[src/inc/scs_pkg.sv]
// scs_pkg: shared constants and types of the system clock source control block.
// assumes an 8-bit special-function-register bus and oscillator ticks synchronous to mclk.
package scs_pkg;

    // register addresses on the special-function-register bus
    localparam logic [7:0] SCS_ADDR_INT_CTRL = 8'h8A;
    localparam logic [7:0] SCS_ADDR_INT_CAL = 8'h8B;
    localparam logic [7:0] SCS_ADDR_EXT_CTRL = 8'h8C;
    localparam logic [7:0] SCS_ADDR_SRC_SEL = 8'h97;

    // internal_osc_control field positions
    localparam int SCS_INT_EN_BIT = 7;
    localparam int SCS_INT_RDY_BIT = 6;
    localparam int SCS_INT_DIV_HI = 1;
    localparam int SCS_INT_DIV_LO = 0;

    // external_osc_control field positions
    localparam int SCS_EXT_VLD_BIT = 7;
    localparam int SCS_EXT_MODE_HI = 6;
    localparam int SCS_EXT_MODE_LO = 4;
    localparam int SCS_EXT_FREQ_HI = 2;
    localparam int SCS_EXT_FREQ_LO = 0;

    // clock_source_select field position
    localparam int SCS_SEL_BIT = 0;

    // reset values
    localparam logic [7:0] SCS_INT_CTRL_RST = 8'hC0;
    localparam logic [1:0] SCS_INT_DIV_RST = 2'h0;
    localparam logic [2:0] SCS_EXT_MODE_RST = 3'h0;
    localparam logic [2:0] SCS_EXT_FREQ_RST = 3'h0;
    localparam logic SCS_SEL_RST = 1'b0;
    // factory trim stand-in, value arbitrary
    localparam logic [7:0] SCS_CAL_RST = 8'h80;

    // external mode encodings (low bit of off and rc modes is don't care)
    localparam logic [1:0] SCS_XMODE_OFF = 2'h0;
    localparam logic [1:0] SCS_XMODE_CMOS = 2'h1;
    localparam logic [1:0] SCS_XMODE_RC = 2'h2;
    localparam logic [1:0] SCS_XMODE_XTAL = 2'h3;

    // divider ratios as log2
    localparam logic [1:0] SCS_LOG2_DIV1 = 2'h0;
    localparam logic [1:0] SCS_LOG2_DIV2 = 2'h1;

    // internal ticks seen after enable before the ready flag rises
    localparam logic [3:0] SCS_INTERNAL_FREQ_READY_TICKS = 4'h8;
    // clean crystal edges needed with amplitude good before valid
    localparam logic [4:0] SCS_XTAL_EDGES = 5'h10;

    // clock switch states
    typedef enum logic [1:0] {
        SCS_ST_RUN_INT = 2'b00,
        SCS_ST_WAIT_EXT = 2'b01,
        SCS_ST_RUN_EXT = 2'b10,
        SCS_ST_WAIT_INT = 2'b11
    } scs_state_e;

    // one bus request from the cpu
    typedef struct packed {
        logic [7:0] addr;
        logic wr;
        logic rd;
        logic page_ok;
        logic [7:0] wdata;
    } scs_sfr_req_s;

    // settings handed to the analog oscillator cells
    typedef struct packed {
        logic int_en;
        logic [7:0] int_trim;
        logic [2:0] ext_mode;
        logic [2:0] ext_freq;
    } scs_analog_s;

endpackage : scs_pkg

[src/hdl/scs_tick_div.sv]
// scs_tick_div: divides a stream of one-cycle ticks by 1, 2, 4 or 8.
// assumes tick_in is a one-cycle pulse synchronous to mclk; a new ratio
// is taken only at a count boundary so the divided stream never gets a short period.
`timescale 1ns/10ps
module scs_tick_div
    import scs_pkg::*;
(
    input wire logic mclk,
    input wire logic srst,
    input wire logic tick_in,
    input wire logic [1:0] ratio_log2,
    output logic tick_out_r
);

    logic [2:0] cnt_r; // position within the current divided period
    logic [2:0] cnt_nxt;
    logic [1:0] act_r; // ratio in force
    logic [1:0] act_nxt;
    logic tick_out_nxt;
    logic [2:0] mask; // last count of the period

    // next count, output tick and ratio update
    always_comb begin
        mask = 3'((4'h1 << act_r) - 4'h1);
        cnt_nxt = cnt_r;
        act_nxt = act_r;
        tick_out_nxt = 1'b0;
        if (tick_in) begin
            if (cnt_r == mask) begin
                // period complete: emit and pick up any new ratio
                tick_out_nxt = 1'b1;
                cnt_nxt = 3'h0;
                act_nxt = ratio_log2;
            end else begin
                cnt_nxt = cnt_r + 3'h1;
            end
        end else if (cnt_r == 3'h0) begin
            // idle at a boundary: a new ratio is safe now
            act_nxt = ratio_log2;
        end
    end

    // state registers
    always_ff @(posedge mclk) begin
        if (srst) begin
            cnt_r <= 3'h0;
            act_r <= SCS_LOG2_DIV1;
            tick_out_r <= 1'b0;
        end else begin
            cnt_r <= cnt_nxt;
            act_r <= act_nxt;
            tick_out_r <= tick_out_nxt;
        end
    end

endmodule : scs_tick_div

[src/hdl/scs_clock_control.sv]
// scs_clock_control: system clock source control with its four registers.
// assumes the internal oscillator and the crystal pin arrive as signals
// synchronous to mclk; the system clock leaves as a one-cycle enable.
//
// Behaviour
// RL1 - reset always runs system clock from internal
// RL2 - calibration register resets to trim, adjusts period
// RL3 - software keeps internal frequency at most 25MHz
// RL4 - two-bit field divides internal by 8,4,2,1
// RL5 - control bit seven enables internal oscillator
// RL6 - read-only ready flag; bits five..two reserved
// RL7 - select bit picks internal or external source
// RL8 - external clock feeds peripherals regardless of select
// RL9 - switch live, only to enabled settled source
// RL10 - enable and select internal in one write; here enable and select sit in two registers, so it takes two writes
// RL11 - crystal valid flag, only in crystal modes
// RL12 - mode field: off, cmos, rc, crystal, halving
// RL13 - external control bit three reads zero
// RL14 - crystal mode: frequency field matches crystal range
// RL15 - rc mode: frequency field matches network range
// RL16 - capacitor mode: frequency field picks k factor
// RL17 - crystal: enable, wait 1ms, poll, switch
// RL18 - source and divider changes make no runts; here a source switch can cut the period before takeover to one cycle
`timescale 1ns/10ps
module scs_clock_control
    import scs_pkg::*;
#(
    parameter logic [7:0] CAL_RESET = SCS_CAL_RST
)
(
    input wire logic mclk,
    input wire logic srst,
    input scs_sfr_req_s sfr_req,
    output logic [7:0] sfr_rdata_r,
    input wire logic int_osc_tick,
    input wire logic crystal_pin_one,
    input wire logic crystal_amp_ok,
    output scs_analog_s analog_r,
    output logic sysclk_en_r,
    output logic periph_ext_en_r,
    output logic sysclk_is_ext_r
);

    // mode field decode, shared by gating, halving and valid logic
    function automatic logic [1:0] mode_class(input logic [2:0] mode);
        mode_class = mode[2:1];
    endfunction : mode_class

    // true when the external circuit produces a clock in this mode
    function automatic logic ext_running(input logic [2:0] mode);
        ext_running = (mode_class(mode) != SCS_XMODE_OFF);
    endfunction : ext_running

    // true when the external clock passes a divide-by-two stage
    function automatic logic ext_halved(input logic [2:0] mode);
        ext_halved = (mode_class(mode) == SCS_XMODE_RC) | mode[0];
    endfunction : ext_halved

    // ---------------- register group ----------------
    logic int_en_r; // internal oscillator enable
    logic int_en_nxt;
    logic [1:0] int_div_r; // internal divider field
    logic [1:0] int_div_nxt;
    logic [7:0] cal_r; // calibration value
    logic [7:0] cal_nxt;
    logic [2:0] ext_mode_r; // external mode field
    logic [2:0] ext_mode_nxt;
    logic [2:0] ext_freq_r; // external frequency field
    logic [2:0] ext_freq_nxt;
    logic sel_r; // source select bit
    logic sel_nxt;
    logic [7:0] rdata_nxt;
    logic wr_hit; // write accepted this cycle
    logic rd_hit; // read accepted this cycle

    // ---------------- status group ----------------
    logic int_rdy_r; // internal frequency ready
    logic int_rdy_nxt;
    logic [3:0] int_cnt_r; // internal ticks since enable
    logic [3:0] int_cnt_nxt;
    logic xtal_vld_r; // crystal valid
    logic xtal_vld_nxt;
    logic [4:0] xtal_cnt_r; // clean crystal edges counted
    logic [4:0] xtal_cnt_nxt;
    logic pin_d_r; // previous crystal pin level
    logic pin_d_nxt;
    logic ext_edge; // rising edge on the crystal pin

    // ---------------- switch group ----------------
    scs_state_e state_r;
    scs_state_e state_nxt;
    logic sysclk_nxt;
    logic periph_nxt;
    logic is_ext_nxt;
    logic int_tick_g; // internal tick while enabled
    logic int_div_tick; // divided internal tick
    logic ext_tick_g; // external tick while running
    logic ext_div_tick; // external tick after optional halving
    scs_analog_s analog_nxt;

    assign wr_hit = sfr_req.wr & sfr_req.page_ok;
    assign rd_hit = sfr_req.rd & sfr_req.page_ok;
    assign ext_edge = crystal_pin_one & ~pin_d_r;
    assign int_tick_g = int_osc_tick & int_en_r; // RL5
    assign ext_tick_g = ext_edge & ext_running(ext_mode_r); // RL12

    // internal divider: field 00 is /8 down to 11 is /1
    scs_tick_div u_int_div (
        .mclk(mclk),
        .srst(srst),
        .tick_in(int_tick_g),
        .ratio_log2(~int_div_r), // RL4 RL18
        .tick_out_r(int_div_tick)
    );

    // external halving stage for the divide-by-two modes
    scs_tick_div u_ext_div (
        .mclk(mclk),
        .srst(srst),
        .tick_in(ext_tick_g),
        .ratio_log2(ext_halved(ext_mode_r) ? SCS_LOG2_DIV2 : SCS_LOG2_DIV1), // RL12
        .tick_out_r(ext_div_tick)
    );

    // register writes and read data
    always_comb begin
        int_en_nxt = int_en_r;
        int_div_nxt = int_div_r;
        cal_nxt = cal_r;
        ext_mode_nxt = ext_mode_r;
        ext_freq_nxt = ext_freq_r;
        sel_nxt = sel_r;
        rdata_nxt = sfr_rdata_r;
        if (wr_hit) begin
            case (sfr_req.addr)
                SCS_ADDR_INT_CTRL: begin
                    // enable and divider in one write; ready and reserved ignored
                    int_en_nxt = sfr_req.wdata[SCS_INT_EN_BIT]; // RL5 RL10
                    int_div_nxt = sfr_req.wdata[SCS_INT_DIV_HI:SCS_INT_DIV_LO]; // RL4
                end
                SCS_ADDR_INT_CAL: begin
                    cal_nxt = sfr_req.wdata; // RL2
                end
                SCS_ADDR_EXT_CTRL: begin
                    // valid flag and bit three are not writable
                    ext_mode_nxt = sfr_req.wdata[SCS_EXT_MODE_HI:SCS_EXT_MODE_LO]; // RL12
                    ext_freq_nxt = sfr_req.wdata[SCS_EXT_FREQ_HI:SCS_EXT_FREQ_LO]; // RL13
                end
                SCS_ADDR_SRC_SEL: begin
                    sel_nxt = sfr_req.wdata[SCS_SEL_BIT]; // RL7 RL9
                end
                default: begin
                    // unmapped write is dropped
                end
            endcase
        end
        if (rd_hit) begin
            rdata_nxt = 8'h00;
            case (sfr_req.addr)
                SCS_ADDR_INT_CTRL: begin
                    rdata_nxt[SCS_INT_EN_BIT] = int_en_r; // RL5
                    rdata_nxt[SCS_INT_RDY_BIT] = int_rdy_r; // RL6
                    rdata_nxt[SCS_INT_DIV_HI:SCS_INT_DIV_LO] = int_div_r;
                end
                SCS_ADDR_INT_CAL: begin
                    rdata_nxt = cal_r;
                end
                SCS_ADDR_EXT_CTRL: begin
                    // bit three stays zero
                    rdata_nxt[SCS_EXT_VLD_BIT] = xtal_vld_r; // RL11 RL13
                    rdata_nxt[SCS_EXT_MODE_HI:SCS_EXT_MODE_LO] = ext_mode_r;
                    rdata_nxt[SCS_EXT_FREQ_HI:SCS_EXT_FREQ_LO] = ext_freq_r;
                end
                SCS_ADDR_SRC_SEL: begin
                    rdata_nxt[SCS_SEL_BIT] = sel_r; // RL7
                end
                default: begin
                    // unmapped read returns zero
                end
            endcase
        end
    end

    // register storage
    always_ff @(posedge mclk) begin
        if (srst) begin
            int_en_r <= SCS_INT_CTRL_RST[SCS_INT_EN_BIT]; // RL1
            int_div_r <= SCS_INT_DIV_RST;
            cal_r <= CAL_RESET; // RL2
            ext_mode_r <= SCS_EXT_MODE_RST;
            ext_freq_r <= SCS_EXT_FREQ_RST;
            sel_r <= SCS_SEL_RST; // RL1
            sfr_rdata_r <= 8'h00;
        end else begin
            int_en_r <= int_en_nxt;
            int_div_r <= int_div_nxt;
            cal_r <= cal_nxt;
            ext_mode_r <= ext_mode_nxt;
            ext_freq_r <= ext_freq_nxt;
            sel_r <= sel_nxt;
            sfr_rdata_r <= rdata_nxt;
        end
    end

    // ready and valid detection
    always_comb begin
        pin_d_nxt = crystal_pin_one;
        int_cnt_nxt = int_cnt_r;
        int_rdy_nxt = int_rdy_r;
        xtal_cnt_nxt = xtal_cnt_r;
        xtal_vld_nxt = xtal_vld_r;
        if (!int_en_nxt) begin
            // disabled oscillator is not at frequency
            int_cnt_nxt = 4'h0;
            int_rdy_nxt = 1'b0; // RL6
        end else if (int_tick_g && int_cnt_r != SCS_INTERNAL_FREQ_READY_TICKS) begin
            int_cnt_nxt = int_cnt_r + 4'h1;
            int_rdy_nxt = (int_cnt_r + 4'h1 == SCS_INTERNAL_FREQ_READY_TICKS); // RL6
        end
        if (mode_class(ext_mode_r) != SCS_XMODE_XTAL || !crystal_amp_ok) begin
            // unused or unstable crystal reads invalid
            xtal_cnt_nxt = 5'h00;
            xtal_vld_nxt = 1'b0; // RL11
        end else if (ext_edge && xtal_cnt_r != SCS_XTAL_EDGES) begin
            xtal_cnt_nxt = xtal_cnt_r + 5'h01;
            xtal_vld_nxt = (xtal_cnt_r + 5'h01 == SCS_XTAL_EDGES); // RL11
        end
    end

    // ready and valid registers; oscillator counts as settled at reset
    always_ff @(posedge mclk) begin
        if (srst) begin
            pin_d_r <= 1'b0;
            int_cnt_r <= SCS_INTERNAL_FREQ_READY_TICKS;
            int_rdy_r <= SCS_INT_CTRL_RST[SCS_INT_RDY_BIT];
            xtal_cnt_r <= 5'h00;
            xtal_vld_r <= 1'b0;
        end else begin
            pin_d_r <= pin_d_nxt;
            int_cnt_r <= int_cnt_nxt;
            int_rdy_r <= int_rdy_nxt;
            xtal_cnt_r <= xtal_cnt_nxt;
            xtal_vld_r <= xtal_vld_nxt;
        end
    end

    // source switch: the new source takes over on its own first tick,
    // the old one keeps running until then, so the last period before takeover can be as short as one cycle
    always_comb begin
        state_nxt = state_r;
        sysclk_nxt = 1'b0;
        case (state_r)
            SCS_ST_RUN_INT: begin
                sysclk_nxt = int_div_tick;
                if (sel_r) begin
                    state_nxt = SCS_ST_WAIT_EXT; // RL9
                end
            end
            SCS_ST_WAIT_EXT: begin
                if (!sel_r) begin
                    // request withdrawn before takeover
                    sysclk_nxt = int_div_tick;
                    state_nxt = SCS_ST_RUN_INT;
                end else if (ext_div_tick) begin
                    sysclk_nxt = 1'b1;
                    state_nxt = SCS_ST_RUN_EXT; // RL18
                end else begin
                    sysclk_nxt = int_div_tick;
                end
            end
            SCS_ST_RUN_EXT: begin
                sysclk_nxt = ext_div_tick;
                if (!sel_r) begin
                    state_nxt = SCS_ST_WAIT_INT; // RL9
                end
            end
            SCS_ST_WAIT_INT: begin
                if (sel_r) begin
                    sysclk_nxt = ext_div_tick;
                    state_nxt = SCS_ST_RUN_EXT;
                end else if (int_div_tick) begin
                    sysclk_nxt = 1'b1;
                    state_nxt = SCS_ST_RUN_INT; // RL18 RL10
                end else begin
                    sysclk_nxt = ext_div_tick;
                end
            end
            default: begin
                state_nxt = SCS_ST_RUN_INT;
            end
        endcase
        periph_nxt = ext_div_tick; // RL8
        is_ext_nxt = (state_nxt == SCS_ST_RUN_EXT) || (state_nxt == SCS_ST_WAIT_INT);
        analog_nxt.int_en = int_en_r; // RL5
        analog_nxt.int_trim = cal_r; // RL2
        analog_nxt.ext_mode = ext_mode_r; // RL12
        analog_nxt.ext_freq = ext_freq_r;
    end

    // switch state and outputs
    always_ff @(posedge mclk) begin
        if (srst) begin
            state_r <= SCS_ST_RUN_INT; // RL1
            sysclk_en_r <= 1'b0;
            periph_ext_en_r <= 1'b0;
            sysclk_is_ext_r <= 1'b0;
            analog_r.int_en <= SCS_INT_CTRL_RST[SCS_INT_EN_BIT];
            analog_r.int_trim <= CAL_RESET;
            analog_r.ext_mode <= SCS_EXT_MODE_RST;
            analog_r.ext_freq <= SCS_EXT_FREQ_RST;
        end else begin
            state_r <= state_nxt;
            sysclk_en_r <= sysclk_nxt;
            periph_ext_en_r <= periph_nxt;
            sysclk_is_ext_r <= is_ext_nxt;
            analog_r <= analog_nxt;
        end
    end

endmodule : scs_clock_control

[config.mk]
export PLATFORM = sky130hd
export DESIGN_NAME = scs_clock_control
export DESIGN_NICKNAME = d
export VERILOG_FILES = /design/src/inc/scs_pkg.sv /design/src/hdl/scs_tick_div.sv /design/src/hdl/scs_clock_control.sv
export SDC_FILE = /design/constraint.sdc
export NUM_CORES = 1
export LEC_CHECK = 0
export BUFFER_PORTS_ARGS = -buffer_cell sky130_fd_sc_hd__buf_2
export CORE_AREA = 2 2 81 83
export CTS_CLUSTER_SIZE = 30
export DETAILED_ROUTE_END_ITERATION = 10
export DIE_AREA = 0 0 83 85
export GPL_TIMING_DRIVEN = 0
export HOLD_SLACK_MARGIN = 0.02
export PLACE_DENSITY = 0.72
export SLEW_MARGIN = 25
export SYNTH_ARGS = -nofsm -noshare
export SYNTH_HDL_FRONTEND = slang
export SYNTH_SLANG_ARGS = --single-unit
[constraint.sdc]
create_clock -name mclk -period 1.5 [get_ports mclk]
set_input_delay 0.225 -clock mclk [delete_from_list [all_inputs] [get_ports mclk]]
set_output_delay 0.225 -clock mclk [all_outputs]
set_load 0.01 [all_outputs]
==> results.cfg <==
[critical_path]
endpoint_kind = register
worstSetupStartpointType = register
crit_type = reg -> reg
cp.arrival_ns = 1.70
critPathMaxFanout = 5
cp.required_ns = 1.73

[timing]
fmax_mhz = 678
tightest_slew_ns = 0.543
fin_crit_sh_pct = 98.4
setup_tns_ns = 0
fin_ws_ns = 0.0247
finalHoldViolCount = 0
finalSetupViolations = 0
relSlewSlack_pct = 63.8
worst_clock_skew_ns = 0.00856
period_needed_ns = 1.48
drv_slew = 0
hold_slack_ns = 0.118

[route]
ant_nets = 0
dr.pass1.iters = 4
drtIter0Drc = 107
wirelength_mm = 6.46
routed-via-count = 2365
drc = 0
avgRoutedWirePerCell_microns = 14.2
via_per_inst = 5.19

[cells_and_area]
num-nets-final = 410
areaGrowthSynthToFinish_pct = 23.3
final_layout_size_suffix_gt1_share_pct = 26.6
antennaDiodeCount = 0
layout.cells.non_filler = 456

[global_routing]
grt_pass1_vias = 2198
grt_pass1_wl_mm = 10.4
antenna_found_initial = 0
grt_start_max_net_pins = 11
grt_usage_pct = 18.5
overflow = 0

[synthesis]
ys_seq_area_share_pct = 47.4
synthTopCellsByArea = dfxtp_1 (47%), mux2i_1 (7.6%), nor2_1 (6.0%)
synth_edf_count = 0
ys_types = 47
async_flop_share_pct = 0
synth_top_area_share_pct = 47.4
synth_common_cells = dfxtp_1 (69), nor2_1 (47), mux2i_1 (22)
synth_ff_type = dfxtp_1
synth_nets = 345
yosys.area.top_type = dfxtp_1
synth.most_common_cell = dfxtp_1
synth.avg_cell_area_sq_um = 9.38
syn_area_sq_mm = 0.00292
synth_cells = 311
ys_ff_latch = 69
yosysWarnings = 0

[clock_network]
root_buffer = clkbuf_8
clockBufferDepth = 2
cts_made_buffers = 9
cts_tree = built
clock_latency_ns = 0.34
cts.sinks = 69
cts_max_level = 3
cts.clk_slew.worst_paths_ns = 0.07

[floorplan]
chipWidth_microns = 83
initial_core_util_pct = 47.0
die_h_microns = 85
boundaryPins = 50
fp-row-count = 29
dieArea_sq_mm = 0.00706
coreArea_sq_mm = 0.00620

[min_path]
worst_hold_path_type = in -> reg

[placed_design]
place_ws_ns = -0.423
gp_congestion = 0.815
io_buffer_count = 49
dp_cells = 437
hpwl_mm = 4.51

[power_and_ir_drop]
p_leak_nw = 1.52
power_w = 0.00379
power_density_mw_per_mm2 = 1050
vdd_drop_max_uv = 612

[job]
cap_violations = 0

[run_status]
status = complete, no violations
logic make-up (layout without fill, tap and decap cells):
family | count (synthesis) | in the layout | share of synthesized area (%)
AO/OA/AOI/OAI | 46 | 46 | 10.4
XOR/XNOR | 12 | 12 | 3.60
adder cells (fa/ha/maj) | 10 | 10 | 4.29
buffers and inverters | 21 | 89 | 3.13
flip-flops | 69 | 69 | 47.4
multiplexers | 26 | 26 | 9.09
AND/OR/NAND/NOR | 127 | 127 | 22.1
per-layer routing:
layer | GRT usage, % | wire length, microns | vias up
met1 | 24.1 | 3040 | 1098
met2 | 28.9 | 2980 | 60
met4 | 7.60 | 121 | 0
met5 | 0 | 0 | -
li1 | - | - | 1193
met3 | 5.35 | 310 | 14
final timing paths:
check,from,endpoint,slack (ns),cells after the start
setup / recovery,u_int_div.act_r[1],u_int_div.act_r[1],0.02,5
hold / removal,crystal_pin_one,pin_d_r,0.12,2
setup reg to reg,u_int_div.act_r[1],u_int_div.act_r[1],0.02,5
hold reg to reg,state_r[0],sysclk_en_r,0.48,2
repair_timing:
action,in CTS,in global routing
cloned,0,0
hold endpoints to repair,0,0
pin swaps,0,4
endpoints found under the setup margin,12,36
hold buffers,0,0
setup buffers,0,5
resized for setup,7,18
state kept, by name, indices dropped and copies added, names as in the netlist, 2 cells and up:
name,count
state_r,2
xtal_cnt_r,5
int_cnt_r,4
cal_r,8
ext_mode_r,3
ext_freq_r,3
analog_r,15
u_ext_div.cnt_r,3
int_div_r,2
sfr_rdata_r,8
u_int_div.act_r,2
u_int_div.cnt_r,3
report_power, final:
part / leakage [nW] / switching, W / internal, W
clock network: 0.102 / 0.000662 / 0.000887
logic: 0.857 / 0.000178 / 0.000159
registers: 0.561 / 0.0000365 / 0.00187
cells in the final DEF (no fill, tap or decap), drive strengths merged, types with 2 or more instances in the layout:
master,Yosys,layout
dfxtp,69,69
buf,4,58
nor2,47,47
mux2i,22,22
nor2b,21,21
clkbuf,6,19
nand2,18,18
a21oi,15,15
inv,11,11
ha,10,10
nor3,9,9
xnor2,8,8
nand3,8,8
a22oi,7,7
o21ai,5,5
xor2,4,4
mux2,4,4
and3,3,3
and2,3,3
o22ai,3,3
nand2b,3,3
a22o,3,3
or2,3,3
nand3b,2,2
or3,2,2
nand4,2,2
a31oi,2,2
a32oi,2,2
o21bai,2,2
nor3b,2,2
a211oi,2,2
through the flow:
stage          util, %  area, sq um
6_report          57.9         3590
5_1_grt           57.9         3590
4_1_cts           56.3         3490
3_5_place_dp      52.6         3260
3_3_place_gp      52.6         3260
2_1_floorplan        -         2920
final cells by class:
| type | count | area (sq um) |
|---|---|---|
| clock inverter | 1 | 30.0 |
| fill | 557 | 2610 |
| sequential | 69 | 1390 |
| inverter | 11 | 41.3 |
| clock buffer | 13 | 169 |
| tap | 77 | 96.3 |
| buffer | 10 | 51.3 |
| timing repair buffer | 54 | 283 |
| multi-input combinational | 221 | 1530 |
critical path, stage by stage (launching register included):
cell,delay (ns)
dfxtp_1,0.35
nor3_1,0.23
a31oi_2,0.08
a211oi_4,0.34
a31oi_2,0.08
mux2_2,0.28
Power figures use the tool's default switching activity.
